### src/twm_pkg.sv
package twm_pkg;

   // Timing of the master clock
   localparam int unsigned CLK_HZ         = 10_000_000;
   localparam int unsigned MAX_SCL_HZ     = 400_000;
   localparam int unsigned MIN_PERIOD_CYC = (CLK_HZ + MAX_SCL_HZ - 1) / MAX_SCL_HZ;
   localparam logic [16:0] MIN_LOW_CYC    = 17'((MIN_PERIOD_CYC + 1) / 2);
   localparam logic [16:0] MIN_HIGH_CYC   = 17'(MIN_PERIOD_CYC / 2);
   localparam logic [16:0] LOW_EXTRA      = 17'h2;
   localparam logic [16:0] HIGH_EXTRA     = 17'h3;
   localparam logic [16:0] HOLD_EXTRA     = 17'h4;

   // Register offsets
   localparam logic [7:0] OFS_DATA       = 8'h00;
   localparam logic [7:0] OFS_STATUS     = 8'h08;
   localparam logic [7:0] OFS_OWN_ADDR   = 8'h0c;
   localparam logic [7:0] OFS_CONTROL    = 8'h14;
   localparam logic [7:0] OFS_LOW_TIME   = 8'h18;
   localparam logic [7:0] OFS_HIGH_TIME  = 8'h1c;
   localparam logic [7:0] OFS_HOLD_TIME  = 8'h20;
   localparam logic [7:0] OFS_IRQ_CLEAR  = 8'h24;
   localparam logic [7:0] OFS_IRQ_ENABLE = 8'h28;

   // Reset values
   localparam logic [7:0]  DATA_RST    = 8'hff;
   localparam logic [7:0]  OWN_RST     = 8'h00;
   localparam logic [15:0] LOW_RST     = 16'hffff;
   localparam logic [15:0] HIGH_RST    = 16'hffff;
   localparam logic [14:0] HOLD_RST    = 15'h7fff;
   localparam logic [7:0]  IRQ_EN_RST  = 8'hff;

   // Control field positions
   localparam int unsigned CTL_START   = 0;
   localparam int unsigned CTL_STOP    = 1;
   localparam int unsigned CTL_ACKEN   = 3;
   localparam int unsigned CTL_INTEN   = 4;
   localparam int unsigned CTL_SOFTRST = 5;
   localparam int unsigned CTL_IIF     = 7;

   // Status bits: sticky ones, and those a status write clears
   localparam logic [7:0] STICKY_MASK   = 8'hf9;
   localparam logic [7:0] STAT_WR_CLEAR = 8'h79;
   localparam logic [6:0] GEN_CALL_ADDR = 7'h00;

   // Status layout, bit 7 down to bit 0
   typedef struct packed {
      logic general_call_or_addr_ack_flag;
      logic byte_tx_done_flag;
      logic stop_flag;
      logic slave_sel_flag;
      logic arbitration_lost_flag;
      logic busy_flag;
      logic tx_direction_flag;
      logic ack_received_flag;
   } twm_status_s;

   // Engine states, consecutive Gray codes in the order listed
   typedef enum logic [3:0] {
      TWM_IDLE   = 4'h0,
      TWM_START  = 4'h1,
      TWM_LOW    = 4'h3,
      TWM_HIGH   = 4'h2,
      TWM_WAIT   = 4'h6,
      TWM_STOP_L = 4'h7,
      TWM_STOP_H = 4'h5,
      TWM_SLAVE  = 4'h4
   } twm_state_e;

endpackage : twm_pkg

### src/twm_line_sync.sv
`timescale 1ns/1ns
module twm_line_sync #(
   parameter int unsigned W = 2
) (
   // Clock and reset
   input  wire logic         core_clk,
   input  wire logic         rst_b,
   input  wire logic         ce,
   // Lines in and out
   input  wire logic [W-1:0] line_in,
   output logic      [W-1:0] line_out
);

   logic [W-1:0] stage1;

   // Two flops per line, idle level high
   for (genvar i = 0; i < W; i++) begin : g_sync
      always_ff @(posedge core_clk) begin
         if (!rst_b) begin
            stage1[i]   <= 1'b1;
            line_out[i] <= 1'b1;
         end else if (ce) begin
            stage1[i]   <= line_in[i];
            line_out[i] <= stage1[i];
         end
      end
   end

endmodule : twm_line_sync

### src/twm_port.sv
// Local design decision: the APB slave port.
`timescale 1ns/1ns
module twm_port import twm_pkg::*; (
   // Clock, reset, enable
   input  wire logic        core_clk,
   input  wire logic        rst_b,
   input  wire logic        ce,
   // APB slave
   input  wire logic        psel,
   input  wire logic        penable,
   input  wire logic        pwrite,
   input  wire logic [7:0]  paddr,
   input  wire logic [31:0] pwdata,
   output logic      [31:0] prdata,
   output logic             pready,
   output logic             pslverr,
   // Open-drain bus lines
   input  wire logic        scl_i,
   output logic             scl_o,
   output logic             scl_oe,
   input  wire logic        sda_i,
   output logic             sda_o,
   output logic             sda_oe,
   // Interrupt
   output logic             irq
);

   // Decode of implemented offsets
   function automatic logic is_mapped(input logic [7:0] a);
      case (a)
         OFS_DATA, OFS_STATUS, OFS_OWN_ADDR, OFS_CONTROL, OFS_LOW_TIME,
         OFS_HIGH_TIME, OFS_HOLD_TIME, OFS_IRQ_CLEAR, OFS_IRQ_ENABLE: is_mapped = 1'b1;
         default: is_mapped = 1'b0;
      endcase
   endfunction : is_mapped

   // Phase length: register count plus added clocks
   function automatic logic [16:0] phase_len(input logic [15:0] c, input logic [16:0] add);
      logic [16:0] s;
      s = {1'b0, c} + add;
      phase_len = s;
   endfunction : phase_len

   logic [7:0]  shift_byte;
   logic [6:0]  own_slave_address;
   logic        general_call_accept;
   logic        ctl_start;
   logic        ctl_stop;
   logic        ctl_acken;
   logic        ctl_inten;
   logic        ctl_softrst;
   logic [15:0] clock_low_count;
   logic [15:0] clock_high_count;
   logic [14:0] data_hold_count;
   logic [7:0]  irq_enable;
   twm_status_s flags;
   twm_status_s ev;
   twm_status_s status_view;
   twm_state_e  state;
   logic [16:0] cnt;
   logic [3:0]  bit_cnt;
   logic        addr_phase;
   logic        is_master;
   logic        tx_dir;
   logic        busy;
   logic        ack_seen;
   logic [1:0]  lines_s;
   logic        scl_s;
   logic        sda_s;
   logic        scl_q;
   logic        sda_q;
   logic [31:0] rd_mux;
   logic [16:0] low_len;
   logic [16:0] high_len;
   logic [16:0] hold_raw;
   logic [16:0] hold_pt;

   wire setup    = psel & ~penable;
   wire wr_en    = psel & penable & pready & pwrite & is_mapped(paddr);
   wire wr_data  = wr_en & (paddr == OFS_DATA);
   wire st_wr    = wr_en & (paddr == OFS_STATUS);
   wire start_go = ce & (state == TWM_IDLE) & ctl_start & ~busy & ~ctl_softrst;
   wire stop_go  = ce & (state == TWM_WAIT) & st_wr & is_master & ctl_stop;

   // Bus conditions seen on the synchronised lines
   wire scl_rise  = scl_s & ~scl_q;
   wire scl_fall  = ~scl_s & scl_q;
   wire start_det = scl_s & scl_q & sda_q & ~sda_s;
   wire stop_det  = scl_s & scl_q & ~sda_q & sda_s;
   wire [6:0] rx_addr = shift_byte[7:1];
   wire gc_hit    = general_call_accept & (rx_addr == GEN_CALL_ADDR);
   wire addr_hit  = (rx_addr == own_slave_address) | gc_hit;

   twm_line_sync #(.W(2)) u_sync (
      .core_clk (core_clk),
      .rst_b    (rst_b),
      .ce       (ce),
      .line_in  ({scl_i, sda_i}),
      .line_out (lines_s)
   );
   assign scl_s = lines_s[1];
   assign sda_s = lines_s[0];

   // Phase lengths, clamped to the fastest legal rate
   always_comb begin
      low_len  = phase_len(clock_low_count, LOW_EXTRA);
      high_len = phase_len(clock_high_count, HIGH_EXTRA);
      if (low_len < MIN_LOW_CYC) low_len = MIN_LOW_CYC;
      if (high_len < MIN_HIGH_CYC) high_len = MIN_HIGH_CYC;
      hold_raw = {2'b00, data_hold_count} + HOLD_EXTRA;
      hold_pt  = (hold_raw >= low_len - 17'h1) ? low_len - 17'h2 : hold_raw;
   end

   // Status as software sees it
   always_comb begin
      status_view                   = flags;
      status_view.busy_flag         = busy;
      status_view.tx_direction_flag = tx_dir;
   end

   // Read data selection
   always_comb begin
      case (paddr)
         OFS_DATA:       rd_mux = {24'h0, shift_byte};
         OFS_STATUS:     rd_mux = {24'h0, status_view};
         OFS_OWN_ADDR:   rd_mux = {24'h0, own_slave_address, general_call_accept};
         OFS_CONTROL:    rd_mux = {24'h0, irq, 1'b0, ctl_softrst, ctl_inten, ctl_acken,
                                   1'b0, ctl_stop, ctl_start};
         OFS_LOW_TIME:   rd_mux = {16'h0, clock_low_count};
         OFS_HIGH_TIME:  rd_mux = {16'h0, clock_high_count};
         OFS_HOLD_TIME:  rd_mux = {17'h0, data_hold_count};
         OFS_IRQ_ENABLE: rd_mux = {24'h0, irq_enable};
         default:        rd_mux = 32'h0;
      endcase
   end

   // APB answer, one wait-free access phase
   always_ff @(posedge core_clk) begin
      if (!rst_b) begin
         pready  <= 1'b0;
         prdata  <= 32'h0;
         pslverr <= 1'b0;
      end else if (ce) begin
         pready  <= setup;
         // Error stands only with the one-cycle answer
         pslverr <= setup & ~is_mapped(paddr);
         if (setup) begin
            prdata  <= pwrite ? 32'h0 : rd_mux;
         end
      end
   end

   // Configuration registers
   always_ff @(posedge core_clk) begin
      if (!rst_b) begin
         {own_slave_address, general_call_accept} <= OWN_RST;
         {ctl_start, ctl_stop, ctl_acken, ctl_inten, ctl_softrst} <= 5'h0;
         clock_low_count  <= LOW_RST;
         clock_high_count <= HIGH_RST;
         data_hold_count  <= HOLD_RST;
         irq_enable       <= IRQ_EN_RST;
      end else if (ce) begin
         if (start_go) ctl_start <= 1'b0;
         if (stop_go) ctl_stop <= 1'b0;
         if (wr_en) begin
            case (paddr)
               OFS_OWN_ADDR: {own_slave_address, general_call_accept} <= pwdata[7:0];
               OFS_CONTROL: begin
                  ctl_start   <= pwdata[CTL_START];
                  ctl_stop    <= pwdata[CTL_STOP];
                  ctl_acken   <= pwdata[CTL_ACKEN];
                  ctl_inten   <= pwdata[CTL_INTEN];
                  ctl_softrst <= pwdata[CTL_SOFTRST];
               end
               OFS_LOW_TIME:   clock_low_count  <= pwdata[15:0];
               OFS_HIGH_TIME:  clock_high_count <= pwdata[15:0];
               OFS_HOLD_TIME:  data_hold_count  <= pwdata[14:0];
               OFS_IRQ_ENABLE: irq_enable       <= pwdata[7:0];
               default: ;
            endcase
         end
      end
   end

   // Sticky flags, a new event beats a clear
   always_ff @(posedge core_clk) begin
      if (!rst_b) begin
         flags <= '0;
      end else if (ce) begin
         flags <= (flags & ~((st_wr ? STAT_WR_CLEAR : 8'h00)
                  | ((wr_en && paddr == OFS_IRQ_CLEAR) ? pwdata[7:0] : 8'h00)))
                  | (ev & STICKY_MASK);
      end
   end

   // Interrupt line
   always_ff @(posedge core_clk) begin
      if (!rst_b) begin
         irq <= 1'b0;
      end else if (ce) begin
         irq <= ctl_inten & |(flags & irq_enable & STICKY_MASK);
      end
   end

   // Previous line levels for edge detection
   always_ff @(posedge core_clk) begin
      if (!rst_b) begin
         scl_q <= 1'b1;
         sda_q <= 1'b1;
         scl_o <= 1'b0;
         sda_o <= 1'b0;
      end else if (ce) begin
         scl_q <= scl_s;
         sda_q <= sda_s;
      end
   end

   // Protocol engine
   always_ff @(posedge core_clk) begin
      if (!rst_b) begin
         state      <= TWM_IDLE;
         cnt        <= 17'h0;
         bit_cnt    <= 4'h0;
         addr_phase <= 1'b0;
         is_master  <= 1'b0;
         tx_dir     <= 1'b0;
         busy       <= 1'b0;
         ack_seen   <= 1'b0;
         scl_oe     <= 1'b0;
         sda_oe     <= 1'b0;
         ev         <= '0;
         shift_byte <= DATA_RST;
      end else if (ce) begin
         ev <= '0;
         if (wr_data) shift_byte <= pwdata[7:0];
         if (start_det) busy <= 1'b1;
         if (stop_det) busy <= 1'b0;
         // bit capture on each rising clock in TWM_HIGH or TWM_SLAVE
         if (scl_rise && state inside {TWM_HIGH, TWM_SLAVE}) begin
            if (bit_cnt < 4'h8) shift_byte <= {shift_byte[6:0], sda_s};
            else ack_seen <= ~sda_s;
         end
         if (ctl_softrst) begin
            state     <= TWM_IDLE;
            is_master <= 1'b0;
            scl_oe    <= 1'b0;
            sda_oe    <= 1'b0;
         end else if (stop_det) begin
            ev.stop_flag <= 1'b1;
            state        <= TWM_IDLE;
            is_master    <= 1'b0;
            scl_oe       <= 1'b0;
            sda_oe       <= 1'b0;
         end else if (start_det && !is_master) begin
            // join as slave on a foreign start
            state      <= TWM_SLAVE;
            bit_cnt    <= 4'h0;
            addr_phase <= 1'b1;
            tx_dir     <= 1'b0;
            sda_oe     <= 1'b0;
         end else if (is_master && scl_rise && state == TWM_HIGH && bit_cnt < 4'h8
                      && tx_dir && !sda_oe && !sda_s) begin
            ev.arbitration_lost_flag <= 1'b1;
            state     <= TWM_IDLE;
            is_master <= 1'b0;
            scl_oe    <= 1'b0;
         end else begin
            case (state)
               TWM_IDLE: begin
                  scl_oe <= 1'b0;
                  sda_oe <= 1'b0;
                  if (start_go) begin
                     state      <= TWM_START;
                     sda_oe     <= 1'b1;
                     cnt        <= 17'h0;
                     bit_cnt    <= 4'h0;
                     is_master  <= 1'b1;
                     tx_dir     <= 1'b1;
                     addr_phase <= 1'b1;
                  end
               end
               TWM_START: begin
                  cnt <= cnt + 17'h1;
                  if (cnt == high_len - 17'h1) begin
                     state  <= TWM_LOW;
                     scl_oe <= 1'b1;
                     cnt    <= 17'h0;
                  end
               end
               TWM_LOW: begin
                  cnt <= cnt + 17'h1;
                  if (cnt == hold_pt) begin
                     if (bit_cnt < 4'h8) sda_oe <= tx_dir & ~shift_byte[7];
                     else sda_oe <= ~tx_dir & ctl_acken;
                  end
                  if (cnt == low_len - 17'h1) begin
                     state  <= TWM_HIGH;
                     scl_oe <= 1'b0;
                     cnt    <= 17'h0;
                  end
               end
               TWM_HIGH: begin
                  if (scl_s) cnt <= cnt + 17'h1;
                  if (scl_s && cnt == high_len - 17'h1) begin
                     scl_oe <= 1'b1;
                     cnt    <= 17'h0;
                     if (bit_cnt == 4'h8) begin
                        state                <= TWM_WAIT;
                        ev.byte_tx_done_flag <= 1'b1;
                        ev.ack_received_flag <= ack_seen;
                        if (addr_phase) begin
                           ev.general_call_or_addr_ack_flag <= ack_seen;
                           tx_dir <= ~shift_byte[0];
                        end
                        addr_phase <= 1'b0;
                     end else begin
                        state   <= TWM_LOW;
                        bit_cnt <= bit_cnt + 4'h1;
                     end
                  end
               end
               TWM_WAIT: begin
                  scl_oe <= 1'b1;
                  if (st_wr) begin
                     bit_cnt <= 4'h0;
                     cnt     <= 17'h0;
                     if (!is_master) begin
                        state  <= TWM_SLAVE;
                        scl_oe <= 1'b0;
                        sda_oe <= tx_dir & ~shift_byte[7];
                     end else if (ctl_stop) begin
                        state  <= TWM_STOP_L;
                        sda_oe <= 1'b1;
                     end else begin
                        state <= TWM_LOW;
                     end
                  end
               end
               TWM_STOP_L: begin
                  cnt <= cnt + 17'h1;
                  if (cnt == low_len - 17'h1) begin
                     state  <= TWM_STOP_H;
                     scl_oe <= 1'b0;
                     cnt    <= 17'h0;
                  end
               end
               TWM_STOP_H: begin
                  if (scl_s) cnt <= cnt + 17'h1;
                  if (scl_s && cnt == high_len - 17'h1) begin
                     state     <= TWM_IDLE;
                     sda_oe    <= 1'b0;
                     is_master <= 1'b0;
                  end
               end
               TWM_SLAVE: begin
                  if (scl_fall) begin
                     if (bit_cnt == 4'h8) begin
                        state                <= TWM_WAIT;
                        scl_oe               <= 1'b1;
                        sda_oe               <= 1'b0;
                        addr_phase           <= 1'b0;
                        ev.byte_tx_done_flag <= 1'b1;
                        ev.ack_received_flag <= ack_seen;
                     end else if (bit_cnt == 4'h7) begin
                        bit_cnt <= 4'h8;
                        if (!addr_phase) begin
                           sda_oe <= ~tx_dir & ctl_acken;
                        end else if (addr_hit) begin
                           sda_oe                           <= 1'b1;
                           tx_dir                           <= shift_byte[0];
                           ev.slave_sel_flag                <= 1'b1;
                           ev.general_call_or_addr_ack_flag <= gc_hit;
                        end else begin
                           state  <= TWM_IDLE;
                           sda_oe <= 1'b0;
                        end
                     end else begin
                        bit_cnt <= bit_cnt + 4'h1;
                        sda_oe  <= tx_dir & ~addr_phase & ~shift_byte[7];
                     end
                  end
               end
               default: state <= TWM_IDLE;
            endcase
         end
      end
   end

endmodule : twm_port

### config.mk
export PLATFORM = sky130hd
export DESIGN_NAME = twm_port
export DESIGN_NICKNAME = d
export VERILOG_FILES = /design/src/twm_pkg.sv /design/src/twm_line_sync.sv /design/src/twm_port.sv
export SDC_FILE = /design/constraint.sdc
export NUM_CORES = 1
export LEC_CHECK = 0
export BUFFER_PORTS_ARGS = -buffer_cell sky130_fd_sc_hd__buf_2
export CAP_MARGIN = 30
export CORE_AREA = 2 2 133 160
export DETAILED_ROUTE_END_ITERATION = 6
export DIE_AREA = 0 0 135 162
export PLACE_DENSITY = 0.77
export SLEW_MARGIN = 20
export SYNTH_ARGS = -nofsm -noshare
export SYNTH_HDL_FRONTEND = slang
export SYNTH_SLANG_ARGS = --single-unit
### constraint.sdc
create_clock -name core_clk -period 8.2 [get_ports core_clk]
set_clock_uncertainty 0.05 [all_clocks]
set_input_delay 1.23 -clock core_clk [delete_from_list [all_inputs] [get_ports core_clk]]
set_output_delay 1.23 -clock core_clk [all_outputs]
set_load 0.05 [all_outputs]
==> impl_metrics.yaml <==
setup_path:
  regToRegSetupSlack_ns: 0.75
  cp.arrival_ns: 7.77
  startpoint_type: "flip-flop"
  reg2reg_depth: 27
  cpPeakStageDelay_ns: 0.62
  slowest_stage: "a2111oi_1"
  reg2reg_to: "sda_oe"
  timing.rr.start: "clock_low_count[2]"
  cp-end-kind: "flip-flop"
  worst-setup-path-type: "reg -> reg"
  path_max_fanout: 14
  crit_required_ns: 8.52
placement:
  post-place-ws_ns: 0.9048
  finalWeightedCongestion: 0.9985
  dp_hpwl_um: 30200
  numPortBuffers: 52
logic_synthesis:
  synthSimpleGateAreaFrac_pct: 30.11
  synth_cell_types: 105
  synth-async-reset-ratio_pct: 0
  synth-main-ff-cell: "dfxtp_1"
  synth_top_family_by_area: "simple AND/OR/NAND/NOR gates"
  synth-seq-cells: 144
  synth_compound_area_share_pct: 23.36
  netlist_area_sq_um: 12010
  synth_xor_area_share_pct: 9.680
  yosysWarningCount: 0
  yosysSeqAreaShare_pct: 24.01
  muxShareOfSynthArea_pct: 3.157
  synth_cells: 1602
  synthAdderAreaFrac_pct: 2.813
  synth_edf_count: 0
  syn_area_per_cell_sq_um: 7.495
cts:
  cts-root-buf: "clkbuf_16"
  path_clk_slew_ns: 0.08
  clock_latency_ns: 0.45
  clockBufferDepth: 2
  cts_tree: "done"
  cts_buffers: 17
  cts_max_level: 4
  clock-sinks: 144
finish:
  area_delta_synth_final_pct: 7.065
  antennaDiodeCount: 0
  post-route-util_pct: 63.47
  layout-drive-gt1-share_pct: 9.975
  nNetsFinal: 1646
power:
  irDropWorstVdd_v: 0.0001687
  leakage_nw: 5.203
  power_density_nw_per_um2: 129.3
min_path:
  holdPathEnd: "irq_enable[1]"
  hold_start: "irq_enable[1]"
  min_path_cells: 2
  hold_path_class: "reg -> reg"
job:
  drv_cap: 0
global_routing:
  globalRouteOverflowTotal: 0
  grt_util_all_layers_pct: 37.71
  grt_pass1_wl_um: 64440
  antenna_found_initial: 0
  grt_pass1_vias: 11520
  grt_max_degree: 111
drt:
  detail-route-antenna-nets: 0
  via_per_inst: 6.700
  drc_errors: 0
  routed_wl_um: 41030
  first_pass_iters: 6
  vias: 12390
  drt_iter0_drc: 1418
  wl_per_cell_um: 22.19
sta:
  slew_headroom_pct: 32.72
  worst_slack_ns: 0.7521
  slew_viol_final: 0
  worstMarginPinSlew_ns: 0.9962
  min_period_over_period_pct: 90.83
  setup_viol: 0
  max_freq_mhz: 134.3
  rsz0062_at_grt: "false"
  setup_tns_ns: 0
  finalHoldViolCount: 0
  post-route-min-period_ns: 7.448
run_status:
  status: "finished, final reports clean"
floorplanning:
  num_rows: 57
  dieArea_sq_um: 21870
  die_w_um: 135
  die_height_um: 162
  core_sq_um: 20250
  pin_count: 87
  start_util_pct: 59.28
==> worst max-delay path, delay by kind of cell, from the launching register on <==
family | cells | cell delay (ns)
simple gates | 9 | 2.34
buf+inv | 2 | 0.29
fa+ha+maj | 3 | 0.99
xor+xnor | 2 | 0.42
compound gates | 10 | 2.71
mux | 1 | 0.23
flops | 1 | 0.34
==> power by group <==
group          total, mW  leakage (nW)  internal, mW  switching [mW]
clock              0.819         0.297         0.439           0.380
combinational      0.129          3.74        0.0376          0.0911
sequential         0.715          1.16         0.703          0.0115
total               1.66          5.20          1.18           0.483
==> synth_stat cells (23+ instances only) <==
master,number,area [sq um]
ha_1,27,337.8
inv_1,34,127.6
nor2_1,91,341.6
a21oi_1,61,305.3
nand4_1,23,143.9
and2_1,27,168.9
nor2b_1,47,294.0
and3_1,24,150.1
xor2_1,44,385.4
mux2i_1,32,320.3
nand2_1,229,859.6
o21ai_0,49,245.2
nand3_1,102,510.5
a31oi_1,26,162.7
o211ai_1,33,247.7
nor3_1,43,215.2
xnor2_1,74,648.1
clkbuf_1,92,345.3
dfxtp_1,144,2883
==> timing repair <==
action	in CTS	in global routing
endpoints found under the setup margin	0	1
setup buffers	0	0
resized for setup	0	2
hold buffers	0	0
==> cells by family (layout without fill, tap and decap cells) <==
| group | count (synthesis) | in the layout |
|---|---|---|
| fa+ha+maj | 27 | 27 |
| buf+inv | 183 | 148 |
| compound gates | 380 | 380 |
| other cells | 1 | 18 |
| simple gates | 706 | 706 |
| mux | 37 | 37 |
| flops | 144 | 144 |
| xor+xnor | 124 | 124 |
==> sequential cells by signal, indices dropped and copies added, names as in the netlist, 3 cells and up <==
| name | cells |
|---|---|
| bit_cnt | 4 |
| clock_high_count | 16 |
| clock_low_count | 16 |
| cnt | 17 |
| data_hold_count | 15 |
| ev | 6 |
| flags | 6 |
| irq_enable | 8 |
| own_slave_address | 7 |
| prdata | 16 |
| shift_byte | 8 |
| state | 3 |
==> metal layers <==
layer / vias to the layer above / global-route usage (%) / wire length [um]
met5: - / 0 / 0
met4: 0 / 22.96 / 2629
met3: 169 / 5.743 / 3285
met2: 679 / 62.46 / 19490
met1: 5787 / 45.97 / 15630
li1: 5753 / - / -
==> cells in the final DEF, fill, tap and decap left out, drive strengths merged, types with 10 or more instances in the layout <==
cell type / count
conb: 18
clkbuf: 17
nor2: 92
o21ai: 55
nand3: 105
inv: 41
a211oi: 11
o211ai: 34
mux2i: 33
a22oi: 18
o2111ai: 12
nor4: 24
or3: 14
o31ai: 13
a22o: 14
xnor2: 75
nand2: 229
o21a: 10
a21boi: 11
a31oi: 27
dfxtp: 144
buf: 82
ha: 27
nor3: 45
and2: 28
a222oi: 17
nor2b: 47
and3: 26
nand4: 26
nand2b: 18
a21oi: 61
nor3b: 12
xor2: 44
==> worst max path at each step <==
stage                            start      to  cells past startpoint
floorplan           clock_low_count[1]  sda_oe                     30
global placement    clock_low_count[3]  sda_oe                     25
detailed placement  clock_low_count[3]  sda_oe                     25
CTS                 clock_low_count[1]  sda_oe                     27
global route        clock_low_count[4]  sda_oe                     26
finish              clock_low_count[2]  sda_oe                     27
==> metrics by stage <==
| stage | power, mW | hold WS [ns] | instances | cell area, sq um |
|---|---|---|---|---|
| final | 1.663 | 0.4222 | 1849 | 12860 |
| after global placement | 0.8533 | 0.4050 | 1816 | 12200 |
| after floorplan | 0.8262 | 0.3904 | 1619 | 12070 |
| after detailed placement | 0.8539 | 0.4096 | 1816 | 12200 |
| after CTS | 1.658 | 0.4253 | 1848 | 12820 |
| after global routing | 1.702 | 0.4509 | 1849 | 12860 |
==> layout make-up <==
type                    instances  area, sq um
clock buffers                  17        425.4
clock inverters                15        193.9
fillers                      1817         7398
inverters                      34        127.6
multi-input cells            1292         8386
flip-flops and latches        144         2884
well taps                     265        331.6
repair buffers                 82        508.0
No activity file was read; power rests on OpenSTA's default activity.
